**config.mk**
```make
export PLATFORM = sky130hd
export DESIGN_NAME = slpc_top
export DESIGN_NICKNAME = d
export VERILOG_FILES = /design/src/hw/slpc_pkg.sv /design/src/hw/slpc_top.sv
export SDC_FILE = /design/constraint.sdc
export NUM_CORES = 1
export LEC_CHECK = 0
export BUFFER_PORTS_ARGS = -buffer_cell sky130_fd_sc_hd__buf_4
export CAP_MARGIN = 10
export CORE_MARGIN = 10
export CORE_UTILIZATION = 47
export CTS_CLUSTER_SIZE = 28
export DETAILED_ROUTE_END_ITERATION = 10
export PLACE_DENSITY = 0.75
export SYNTH_ARGS = -nofsm -noshare
export SYNTH_HDL_FRONTEND = slang
export SYNTH_SLANG_ARGS = --single-unit
```
**constraint.sdc**
```tcl
create_clock -name i_ref_clk -period 2.65 [get_ports i_ref_clk]
set_input_delay 0.795 -clock i_ref_clk [delete_from_list [all_inputs] [get_ports i_ref_clk]]
set_output_delay 0.795 -clock i_ref_clk [all_outputs]
set_load 0.03 [all_outputs]
```
**src/hw/slpc_pkg.sv**
```systemverilog
// slpc_pkg: constants and types for the serdes lane power control block
// assumes a fixed arrangement of quads and ports as given below
package slpc_pkg;

   // =====================================================
   // geometry
   localparam int NUM_QUADS    = 4;
   localparam int LANES_PER_Q  = 4;
   localparam int NUM_LANES    = NUM_QUADS * LANES_PER_Q;
   localparam int NUM_PORTS    = 8;

   // =====================================================
   // lane power encodings driven toward each serdes lane
   typedef enum logic [1:0] {
      SLPC_LANE_ON      = 2'h0,
      SLPC_LANE_PARTIAL = 2'h1,
      SLPC_LANE_DEEP    = 2'h2,
      SLPC_LANE_OFF     = 2'h3
   } slpc_lane_pwr_t;

   // =====================================================
   // register offsets (byte addresses)
   localparam logic [7:0] SLPC_PORT_EN_OFF    = 8'h00;
   localparam logic [7:0] SLPC_QUAD_CTL_OFF   = 8'h04;
   localparam logic [7:0] SLPC_LINK_CTL2_OFF  = 8'h08;
   localparam logic [7:0] SLPC_LANE_USED_OFF  = 8'h0c;
   localparam logic [7:0] SLPC_QUAD_STAT_OFF  = 8'h10;
   localparam logic [7:0] SLPC_RXEQ_BASE_OFF  = 8'h40;

   // =====================================================
   // field positions
   localparam int SLPC_QFORCE_POS  = 0;
   localparam int SLPC_LSE_POS     = 4;
   localparam int SLPC_TM_POS      = 0;
   localparam int SLPC_G2CODE_POS  = 4;
   localparam int SLPC_EQZ_POS     = 0;
   localparam int SLPC_EQB_POS     = 4;

   // =====================================================
   // reset values and drive code limits
   localparam logic [7:0] SLPC_PORT_EN_RST = 8'hff;
   localparam logic [3:0] SLPC_G2CODE_RST  = 4'h8;
   localparam logic [2:0] SLPC_TM_RST      = 3'h0;
   localparam logic [7:0] SLPC_RXEQ_RST    = 8'h00;
   localparam logic [3:0] SLPC_G2CODE_MIN  = 4'h0;
   localparam logic [3:0] SLPC_G2CODE_MAX  = 4'hf;

   // =====================================================
   // per-lane settings toward the receiver/transmitter
   typedef struct packed {
      logic [3:0] eq_zero;
      logic [3:0] eq_boost;
   } slpc_rxeq_t;

   typedef struct packed {
      logic       low_swing;
      logic       deemph_off;
      logic [2:0] margin;
      logic [3:0] drive_code;
   } slpc_tx_t;

endpackage : slpc_pkg

```
**src/hw/slpc_top.sv**
```systemverilog
// slpc_top: serdes quad and lane power control with tx level and rx equaliser settings
// assumes port status from ltssm logic on the same clock; axi4-lite register access
`timescale 1ns/1ps

module slpc_top
   import slpc_pkg::*;
(
   // clock and reset
   input  wire logic                          i_ref_clk,
   input  wire logic                          i_rst_n,
   // axi4-lite slave
   input  wire logic [7:0]                    i_awaddr,
   input  wire logic                          i_awvalid,
   output logic                               o_awready,
   input  wire logic [31:0]                   i_wdata,
   input  wire logic [3:0]                    i_wstrb,
   input  wire logic                          i_wvalid,
   output logic                               o_wready,
   output logic [1:0]                         o_bresp,
   output logic                               o_bvalid,
   input  wire logic                          i_bready,
   input  wire logic [7:0]                    i_araddr,
   input  wire logic                          i_arvalid,
   output logic                               o_arready,
   output logic [31:0]                        o_rdata,
   output logic [1:0]                         o_rresp,
   output logic                               o_rvalid,
   input  wire logic                          i_rready,
   // port and ltssm status (per port)
   input  wire logic [NUM_PORTS-1:0]          i_port_in_detect,
   input  wire logic [NUM_PORTS-1:0]          i_port_link_up,
   input  wire logic [NUM_PORTS-1:0]          i_port_in_compliance,
   input  wire logic [NUM_PORTS-1:0]          i_port_gen2,
   // per lane status from ltssm
   input  wire logic [NUM_LANES-1:0]          i_lane_partner_det,
   input  wire logic [NUM_LANES-1:0]          i_lane_active,
   // serdes controls
   output logic [NUM_QUADS-1:0]               o_quad_deep_pd,
   output slpc_lane_pwr_t [NUM_LANES-1:0]     o_lane_pwr,
   output logic [NUM_LANES-1:0]               o_lane_tx_idle,
   output logic [NUM_LANES-1:0]               o_lane_rx_term,
   output slpc_tx_t [NUM_LANES-1:0]           o_lane_tx,
   output slpc_rxeq_t [NUM_LANES-1:0]         o_lane_rxeq
);
   import slpc_pkg::*;

   // =====================================================
   // fixed lane-to-port map: quad0 one x4 port, quads1..2 one x8 port,
   // quad3 split into four x1 ports (ports 2..5); ports 6,7 unmapped
   localparam logic [2:0] LANE_PORT [NUM_LANES] = '{
      3'h0, 3'h0, 3'h0, 3'h0, 3'h1, 3'h1, 3'h1, 3'h1,
      3'h1, 3'h1, 3'h1, 3'h1, 3'h2, 3'h3, 3'h4, 3'h5};
   // wide ports own quads (x4/x8); narrow ports own lanes only
   localparam logic [NUM_PORTS-1:0] PORT_WIDE = 8'h03;

   // =====================================================
   // registers
   logic [NUM_PORTS-1:0]  port_en_reg;
   logic [NUM_QUADS-1:0]  quad_force_off_reg;
   logic [NUM_QUADS-1:0]  low_swing_enable_reg;
   logic [2:0]            transmit_margin_select_reg;
   logic [3:0]            gen2_lowswing_drive_code_reg;
   logic [7:0]            rx_equalizer_lane_control_reg [NUM_LANES];
   logic [NUM_LANES-1:0]  lane_used_reg;
   logic [NUM_PORTS-1:0]  port_detect_d_reg;

   // =====================================================
   // axi4-lite write path
   logic        aw_hold_reg;
   logic        w_hold_reg;
   logic [7:0]  awaddr_reg;
   logic [31:0] wdata_reg;
   logic        wstrb0_reg;
   logic        wr_fire;
   logic        wr_hit;

   assign o_awready = !aw_hold_reg && !o_bvalid;
   assign o_wready  = !w_hold_reg && !o_bvalid;
   assign wr_fire   = aw_hold_reg && w_hold_reg && !o_bvalid;

   always_ff @(posedge i_ref_clk) begin
      if (!i_rst_n) begin
         aw_hold_reg <= 1'b0;
         w_hold_reg  <= 1'b0;
         awaddr_reg  <= 8'h00;
         wdata_reg   <= 32'h0000_0000;
         wstrb0_reg  <= 1'b0;
      end else begin
         if (i_awvalid && o_awready) begin
            aw_hold_reg <= 1'b1;
            awaddr_reg  <= i_awaddr;
         end else if (wr_fire) begin
            aw_hold_reg <= 1'b0;
         end
         if (i_wvalid && o_wready) begin
            w_hold_reg <= 1'b1;
            wdata_reg  <= i_wdata;
            // strobe is only valid with its data beat, so keep it alongside
            wstrb0_reg <= i_wstrb[0];
         end else if (wr_fire) begin
            w_hold_reg <= 1'b0;
         end
      end
   end

   always_comb begin
      wr_hit = (awaddr_reg == SLPC_PORT_EN_OFF) || (awaddr_reg == SLPC_QUAD_CTL_OFF) ||
               (awaddr_reg == SLPC_LINK_CTL2_OFF) ||
               (awaddr_reg[7:6] == 2'h1 && awaddr_reg[1:0] == 2'h0);
   end

   always_ff @(posedge i_ref_clk) begin
      if (!i_rst_n) begin
         o_bvalid <= 1'b0;
         o_bresp  <= 2'h0;
      end else if (wr_fire) begin
         o_bvalid <= 1'b1;
         o_bresp  <= wr_hit ? 2'h0 : 2'h2;
      end else if (i_bready) begin
         o_bvalid <= 1'b0;
      end
   end

   // control registers; byte lane 0 carries every field
   always_ff @(posedge i_ref_clk) begin
      if (!i_rst_n) begin
         port_en_reg                  <= SLPC_PORT_EN_RST;
         quad_force_off_reg           <= '0;
         low_swing_enable_reg         <= '0;
         transmit_margin_select_reg   <= SLPC_TM_RST;
         gen2_lowswing_drive_code_reg <= SLPC_G2CODE_RST;
      end else if (wr_fire && wstrb0_reg) begin
         unique case (awaddr_reg)
            SLPC_PORT_EN_OFF:   port_en_reg <= wdata_reg[7:0];
            SLPC_QUAD_CTL_OFF: begin
               quad_force_off_reg   <= wdata_reg[SLPC_QFORCE_POS +: NUM_QUADS];
               low_swing_enable_reg <= wdata_reg[SLPC_LSE_POS +: NUM_QUADS];
            end
            SLPC_LINK_CTL2_OFF: begin
               transmit_margin_select_reg   <= wdata_reg[SLPC_TM_POS +: 3];
               gen2_lowswing_drive_code_reg <= wdata_reg[SLPC_G2CODE_POS +: 4];
            end
            default: ;
         endcase
      end
   end

   // =====================================================
   // per-lane logic
   logic [NUM_QUADS-1:0] quad_all_dis;
   logic [NUM_QUADS-1:0] quad_wide_dis;
   logic [NUM_QUADS-1:0] quad_has_en;

   generate
      for (genvar l = 0; l < NUM_LANES; l++) begin : g_lane
         localparam int Q = l / LANES_PER_Q;
         logic [2:0] p;
         logic       en;
         logic       low_swing_enable;
         assign p   = LANE_PORT[l];
         assign en  = port_en_reg[p];
         // merged port: low swing only when every serdes of the port has its bit set
         assign low_swing_enable = low_swing_enable_reg[Q] &&
                      (p != 3'h1 || (low_swing_enable_reg[1] && low_swing_enable_reg[2]));

         always_ff @(posedge i_ref_clk) begin
            if (!i_rst_n) begin
               rx_equalizer_lane_control_reg[l] <= SLPC_RXEQ_RST;
            end else if (wr_fire && wstrb0_reg &&
                         awaddr_reg == SLPC_RXEQ_BASE_OFF + 8'(l * 4)) begin
               rx_equalizer_lane_control_reg[l] <= wdata_reg[7:0];
            end
         end

         // used-lane capture on retrain out of detect
         always_ff @(posedge i_ref_clk) begin
            if (!i_rst_n) begin
               lane_used_reg[l] <= 1'b0;
            end else if (port_detect_d_reg[p] && !i_port_in_detect[p]) begin
               lane_used_reg[l] <= i_lane_partner_det[l];
            end
         end

         always_ff @(posedge i_ref_clk) begin
            if (!i_rst_n) begin
               o_lane_pwr[l]     <= SLPC_LANE_DEEP;
               o_lane_tx_idle[l] <= 1'b1;
               o_lane_rx_term[l] <= 1'b0;
            end else if (quad_force_off_reg[Q]) begin
               o_lane_pwr[l]     <= SLPC_LANE_OFF;
               o_lane_tx_idle[l] <= 1'b1;
               o_lane_rx_term[l] <= 1'b0;
            end else if (!en) begin
               o_lane_pwr[l]     <= SLPC_LANE_DEEP;
               o_lane_tx_idle[l] <= 1'b1;
               o_lane_rx_term[l] <= 1'b0;
            end else if (i_port_in_detect[p]) begin
               o_lane_pwr[l]     <= SLPC_LANE_ON;
               o_lane_tx_idle[l] <= 1'b1;
               o_lane_rx_term[l] <= 1'b1;
            end else if (!lane_used_reg[l]) begin
               o_lane_pwr[l]     <= SLPC_LANE_OFF;
               o_lane_tx_idle[l] <= 1'b1;
               o_lane_rx_term[l] <= 1'b0;
            end else if (i_port_link_up[p] && !i_lane_active[l]) begin
               o_lane_pwr[l]     <= SLPC_LANE_PARTIAL;
               o_lane_tx_idle[l] <= 1'b1;
               o_lane_rx_term[l] <= 1'b1;
            end else begin
               o_lane_pwr[l]     <= SLPC_LANE_ON;
               o_lane_tx_idle[l] <= 1'b0;
               o_lane_rx_term[l] <= 1'b1;
            end
         end

         always_ff @(posedge i_ref_clk) begin
            if (!i_rst_n) begin
               o_lane_tx[l]   <= '0;
               o_lane_rxeq[l] <= '0;
            end else begin
               o_lane_rxeq[l].eq_zero  <= rx_equalizer_lane_control_reg[l][SLPC_EQZ_POS +: 4];
               o_lane_rxeq[l].eq_boost <= rx_equalizer_lane_control_reg[l][SLPC_EQB_POS +: 4];
               o_lane_tx[l].low_swing  <= low_swing_enable;
               o_lane_tx[l].margin     <= transmit_margin_select_reg;
               o_lane_tx[l].deemph_off <= low_swing_enable;
               // margin always follows the margin select field; gen2 low swing outside compliance uses the drive code
               o_lane_tx[l].drive_code <= (low_swing_enable && i_port_gen2[p] && !i_port_in_compliance[p]) ?
                                          gen2_lowswing_drive_code_reg : 4'h0;
            end
         end
      end

      for (genvar q = 0; q < NUM_QUADS; q++) begin : g_quad
         logic [LANES_PER_Q-1:0] dis;
         logic [LANES_PER_Q-1:0] wide;
         for (genvar k = 0; k < LANES_PER_Q; k++) begin : g_k
            assign dis[k]  = !port_en_reg[LANE_PORT[q*LANES_PER_Q+k]];
            assign wide[k] = PORT_WIDE[LANE_PORT[q*LANES_PER_Q+k]];
         end
         assign quad_all_dis[q]  = &dis;
         assign quad_wide_dis[q] = |(dis & wide);
         assign quad_has_en[q]   = |(~dis);

         always_ff @(posedge i_ref_clk) begin
            if (!i_rst_n) begin
               o_quad_deep_pd[q] <= 1'b1;
            end else begin
               // force-off overrides; else quad follows its ports
               o_quad_deep_pd[q] <= quad_force_off_reg[q] ||
                                    (!quad_has_en[q] && (quad_all_dis[q] || quad_wide_dis[q]));
            end
         end
      end
   endgenerate

   always_ff @(posedge i_ref_clk) begin
      if (!i_rst_n) begin
         port_detect_d_reg <= '0;
      end else begin
         port_detect_d_reg <= i_port_in_detect;
      end
   end

   // =====================================================
   // axi4-lite read path
   logic [31:0] rd_mux;
   logic        rd_hit;
   logic [3:0]  rd_idx;

   assign o_arready = !o_rvalid;
   assign rd_idx    = i_araddr[5:2];

   always_comb begin
      rd_mux = 32'h0000_0000;
      rd_hit = 1'b1;
      if (i_araddr == SLPC_PORT_EN_OFF) begin
         rd_mux[7:0] = port_en_reg;
      end else if (i_araddr == SLPC_QUAD_CTL_OFF) begin
         rd_mux[SLPC_QFORCE_POS +: NUM_QUADS] = quad_force_off_reg;
         rd_mux[SLPC_LSE_POS +: NUM_QUADS]    = low_swing_enable_reg;
      end else if (i_araddr == SLPC_LINK_CTL2_OFF) begin
         rd_mux[SLPC_TM_POS +: 3]     = transmit_margin_select_reg;
         rd_mux[SLPC_G2CODE_POS +: 4] = gen2_lowswing_drive_code_reg;
      end else if (i_araddr == SLPC_LANE_USED_OFF) begin
         rd_mux[NUM_LANES-1:0] = lane_used_reg;
      end else if (i_araddr == SLPC_QUAD_STAT_OFF) begin
         rd_mux[NUM_QUADS-1:0] = o_quad_deep_pd;
      end else if (i_araddr[7:6] == 2'h1 && i_araddr[1:0] == 2'h0) begin
         rd_mux[7:0] = rx_equalizer_lane_control_reg[rd_idx];
      end else begin
         rd_hit = 1'b0;
      end
   end

   always_ff @(posedge i_ref_clk) begin
      if (!i_rst_n) begin
         o_rvalid <= 1'b0;
         o_rdata  <= 32'h0000_0000;
         o_rresp  <= 2'h0;
      end else if (i_arvalid && o_arready) begin
         o_rvalid <= 1'b1;
         o_rdata  <= rd_mux;
         o_rresp  <= rd_hit ? 2'h0 : 2'h2;
      end else if (i_rready) begin
         o_rvalid <= 1'b0;
      end
   end

   // =====================================================
   // checks
   chk_force_quad_off: assert property (@(posedge i_ref_clk) disable iff (!i_rst_n)
      quad_force_off_reg[0] |=> o_quad_deep_pd[0])
      else $error("forced quad not powered down");
   chk_force_lanes_off: assert property (@(posedge i_ref_clk) disable iff (!i_rst_n)
      quad_force_off_reg[3] |=> (o_lane_pwr[12] == SLPC_LANE_OFF && o_lane_pwr[15] == SLPC_LANE_OFF))
      else $error("shared quad lanes not off");
   chk_enabled_quad_on: assert property (@(posedge i_ref_clk) disable iff (!i_rst_n)
      (port_en_reg[0] && !quad_force_off_reg[0]) |=> !o_quad_deep_pd[0])
      else $error("enabled port quad off");
   chk_wide_dis_deep: assert property (@(posedge i_ref_clk) disable iff (!i_rst_n)
      !port_en_reg[1] |=> (o_quad_deep_pd[1] && o_quad_deep_pd[2]))
      else $error("x8 quads not deep");
   chk_narrow_lane_deep: assert property (@(posedge i_ref_clk) disable iff (!i_rst_n)
      (!port_en_reg[2] && !quad_force_off_reg[3]) |=> o_lane_pwr[12] == SLPC_LANE_DEEP)
      else $error("x1 lane not deep");
   chk_all_narrow_dis: assert property (@(posedge i_ref_clk) disable iff (!i_rst_n)
      (port_en_reg[5:2] == 4'h0) |=> o_quad_deep_pd[3])
      else $error("quad with all ports off not deep");
   chk_lowswing_deemph: assert property (@(posedge i_ref_clk) disable iff (!i_rst_n)
      low_swing_enable_reg[0] |=> o_lane_tx[0].deemph_off)
      else $error("deemphasis on in low swing");
   chk_rxeq_route: assert property (@(posedge i_ref_clk) disable iff (!i_rst_n)
      ##1 o_lane_rxeq[3].eq_zero == $past(rx_equalizer_lane_control_reg[3][3:0]))
      else $error("rx eq zero not routed");
   chk_unused_off: assert property (@(posedge i_ref_clk) disable iff (!i_rst_n)
      (port_en_reg[0] && !quad_force_off_reg[0] && !i_port_in_detect[0] && !lane_used_reg[1])
      |=> o_lane_pwr[1] == SLPC_LANE_OFF)
      else $error("unused lane not off");
   cov_force_off: cover property (@(posedge i_ref_clk) quad_force_off_reg[2] ##1 !quad_force_off_reg[2]);
   cov_downconfig: cover property (@(posedge i_ref_clk) o_lane_pwr[5] == SLPC_LANE_PARTIAL);
   cov_retrain: cover property (@(posedge i_ref_clk) port_detect_d_reg[0] && !i_port_in_detect[0]);

endmodule : slpc_top

```
==> reports/metrics.csv <==
metric,value,unit
run status,"finished, final reports clean",
final count of negative-setup-slack endpoints,0,
Reg2Reg Depth,5,
power spent charging and discharging nets,3.566,mW
share of the clock period used by the worst path,0.8813,
"commonest cells after routing, fill and taps aside","sky130_fd_sc_hd__buf_4, sky130_fd_sc_hd__dfxtp_1, sky130_fd_sc_hd__and2_1",
Crit path arrival time,2800,ps
most frequent standard cell in the layout excluding fill and tap cells,sky130_fd_sc_hd__buf_4,
top_reg_cell synth,sky130_fd_sc_hd__dfxtp_1,
initial antenna violation count,1,
overall overflow remaining after global route,0,
relative contribution of combinational cells to total power,0.087,
Power per Cell Area,690.4,nW/um2
Worst Hold Launch,rx_equalizer_lane_control_reg[3][1],
Via density,5.030,
Worst setup EP type,flip-flop,
minimum clock period after layout,2335,ps
worst-case vdd ir drop,524.5,uV
final max-slew violation count,0,
number of sinks on the clock net,438,
path category of the worst min-delay check,reg2reg,
number of synthesized flops with an enable pin,128,
clock transition at the register clock pins on the worst setup and hold paths after CTS,60,ps
FP Rows,69,
number of antenna repair diodes,0,
cell-internal power,11.36,mW
Hold Path Cell Cnt,1,
required arrival time at the worst endpoint,3120,ps
Die X,209.6,um
top-level I/O count,504,
number of gates resized after CTS,0,
RSZ-0062 raised after global routing,no,
Skew-Pair Late Insertion Delay,560,ps
final setup skew,22.76,ps
sequential-to-total area share from yosys stat,0.5946,
hold violation count in the final report,0,
P&R area growth vs syn,27.91,%
setup fix buffers added after clock tree synthesis,0,
cell at the root of the clock tree,sky130_fd_sc_hd__clkbuf_16,
area of the die,43940,um2
CTS tree,built,
detailed placement HPWL,39.37,mm
Post-Syn Instances,1502,
final instance area,21620,um2
GRT Util Overall,0.2253,
Core Box Area,35480,um2
slowest library cell on the worst path,sky130_fd_sc_hd__or4_1,
GP Congestion,0.9148,
sequential power share,0.489,
highest attainable clock frequency,428.2,MHz
Sw Ratio,0.2389,
pin count of the biggest net entering global routing,76,
kind of launch point of the worst setup path,flip-flop,
actual slew at the worst max-slew pin,1053,ps
hold-critical path endpoint,o_lane_rxeq[29],
TritonCTS buffer count,44,
detailed-route via count,11902,
Residual DRC,0,
routed len/inst,21.93,um
"Worst Path Class, Setup",reg2reg,
leakage power,9.422,nW
reg-to-reg critical path endpoint,gen2_lowswing_drive_code_reg[2],
aggregate negative setup slack,0,ps
fraction of registers with async set or reset after synthesis,0,
Port Buffers,450,
average footprint of a synthesized cell,11.25,um2
number of fillers in the final layout,2807,
initial standard-cell utilization of the core,0.4763,
max_cap viols,0,
Post-DRT Antenna Nets,0,
synth warn,0,
Worst R2R Setup Slack,310,ps
smallest hold slack,452.1,ps
reg-to-reg startpoint,o_bvalid,
maximum root-to-sink buffer count,3,
Starting DRT DRC Count,792,
count of hold-fix buffers inserted at cts,0,
overall power,14.93,mW
flip-flop and latch count after synthesis,438,
Max stage delay on crit path,780,ps
global-route wire length before repair,76.86,mm
number of distinct standard cells referenced by the synthesized netlist,57,
via count of the first global-routing pass,12079,
fraction of layout instances using a drive strength above 1,0.3339,
critical path cell sequence,"nand3b_1, or4_1, nor2b_1, nand2_1, a21boi_0",
overall routed net length,51.90,mm
total cell area at the placement stage,20120,um2
nets@finish,1992,
max_slew headroom,0.2968,
portion of total power attributed to the clock network,0.424,
die height,209.6,um
first-pass iteration count of the detailed router,6,
highest fanout seen on the critical path,10,
number of H-tree levels,2,
combined area of all synthesized cells,16900,um2
## synth_stat cells (all sizes together), types with 3 or more instances
library cell	instances	area share
nor3	11	0.0033
mux2i	32	0.019
dfxtp	310	0.37
o22ai	10	0.0041
clkinv	3	0.00067
clkbuf	59	0.013
a31oi	12	0.0044
a21boi	31	0.014
or3	18	0.0067
inv	37	0.0082
buf	149	0.064
mux2	20	0.013
nor4	5	0.0019
a22oi	11	0.0049
and3	6	0.0022
and2	294	0.11
nand3	9	0.0027
nor2b	62	0.023
or4	6	0.0031
nand2b	12	0.0044
nand2	82	0.018
o211ai	3	0.0013
edfxtp	128	0.23
nor2	61	0.014
o221ai	4	0.0021
nor3b	7	0.0031
nand3b	3	0.0013
mux4	23	0.031
o21ai	40	0.012
a21oi	22	0.0065
## critical path: cells and delay by family, from the launching register on
family          cells  cell delay, ps
simple gates        4            1690
flops               1             360
compound gates      1             210
## stage by stage
step	util	std cells	setup slack, ps
final	0.6093	2366	314.6
after global routing	0.6093	2366	86.98
after CTS	0.6093	2366	298.4
after detailed placement	0.5669	2284	-52.79
after global placement	0.5669	2284	-41.16
after floorplan	-	1519	107.0
## power groups by stage
stage | clock network (mW) | registers, mW | logic (mW)
floorplan | 0 | 7.61 | 0.521
global placement | 0 | 7.43 | 1.29
detailed placement | 0 | 7.44 | 1.30
CTS | 6.41 | 7.30 | 1.31
global route | 6.70 | 7.32 | 1.39
finish | 6.32 | 7.30 | 1.30
## per-layer routing
layer	vias up	share of wire	track usage
met4	0	0.016	0.05259
met5	-	0	0
met3	62	0.085	0.06043
met2	488	0.49	0.3723
met1	5737	0.41	0.2884
li1	5615	-	-
## kinds of logic (layout without fill, tap and decap cells)
| logic type | Yosys count | count (layout) | synth area share |
|---|---|---|---|
| compound gates | 153 | 153 | 0.05900 |
| buf+inv | 248 | 634 | 0.08565 |
| flops | 438 | 438 | 0.5946 |
| mux | 75 | 75 | 0.06293 |
| other cells | 1 | 18 | 0.0002219 |
| simple gates | 587 | 587 | 0.1976 |
## worst max path at each step
stage                                           endpoint  slack (ps)         from
floorplan                                     o_rdata[6]         110  i_araddr[2]
detailed placement                            o_rdata[7]         -50  i_araddr[1]
global route        rx_equalizer_lane_control_reg[13][6]          90     o_bvalid
global placement                              o_rdata[7]         -40  i_araddr[1]
CTS                        transmit_margin_select_reg[2]         300     o_bvalid
finish                   gen2_lowswing_drive_code_reg[2]         310     o_bvalid
## layout make-up
| type | count | area, um2 | share of cell area |
|---|---|---|---|
| Inverter | 40 | 150.1 | 0.006945 |
| Clock buffer | 61 | 1331 | 0.06158 |
| Sequential cell | 438 | 10050 | 0.4649 |
| Tap cell | 461 | 576.8 | 0.02668 |
| Timing Repair Buffer | 512 | 3872 | 0.1791 |
| Multi-Input combinational cell | 833 | 5468 | 0.2529 |
| Clock inverter | 21 | 170.2 | 0.007871 |
No activity file was read; power rests on OpenSTA's default activity.
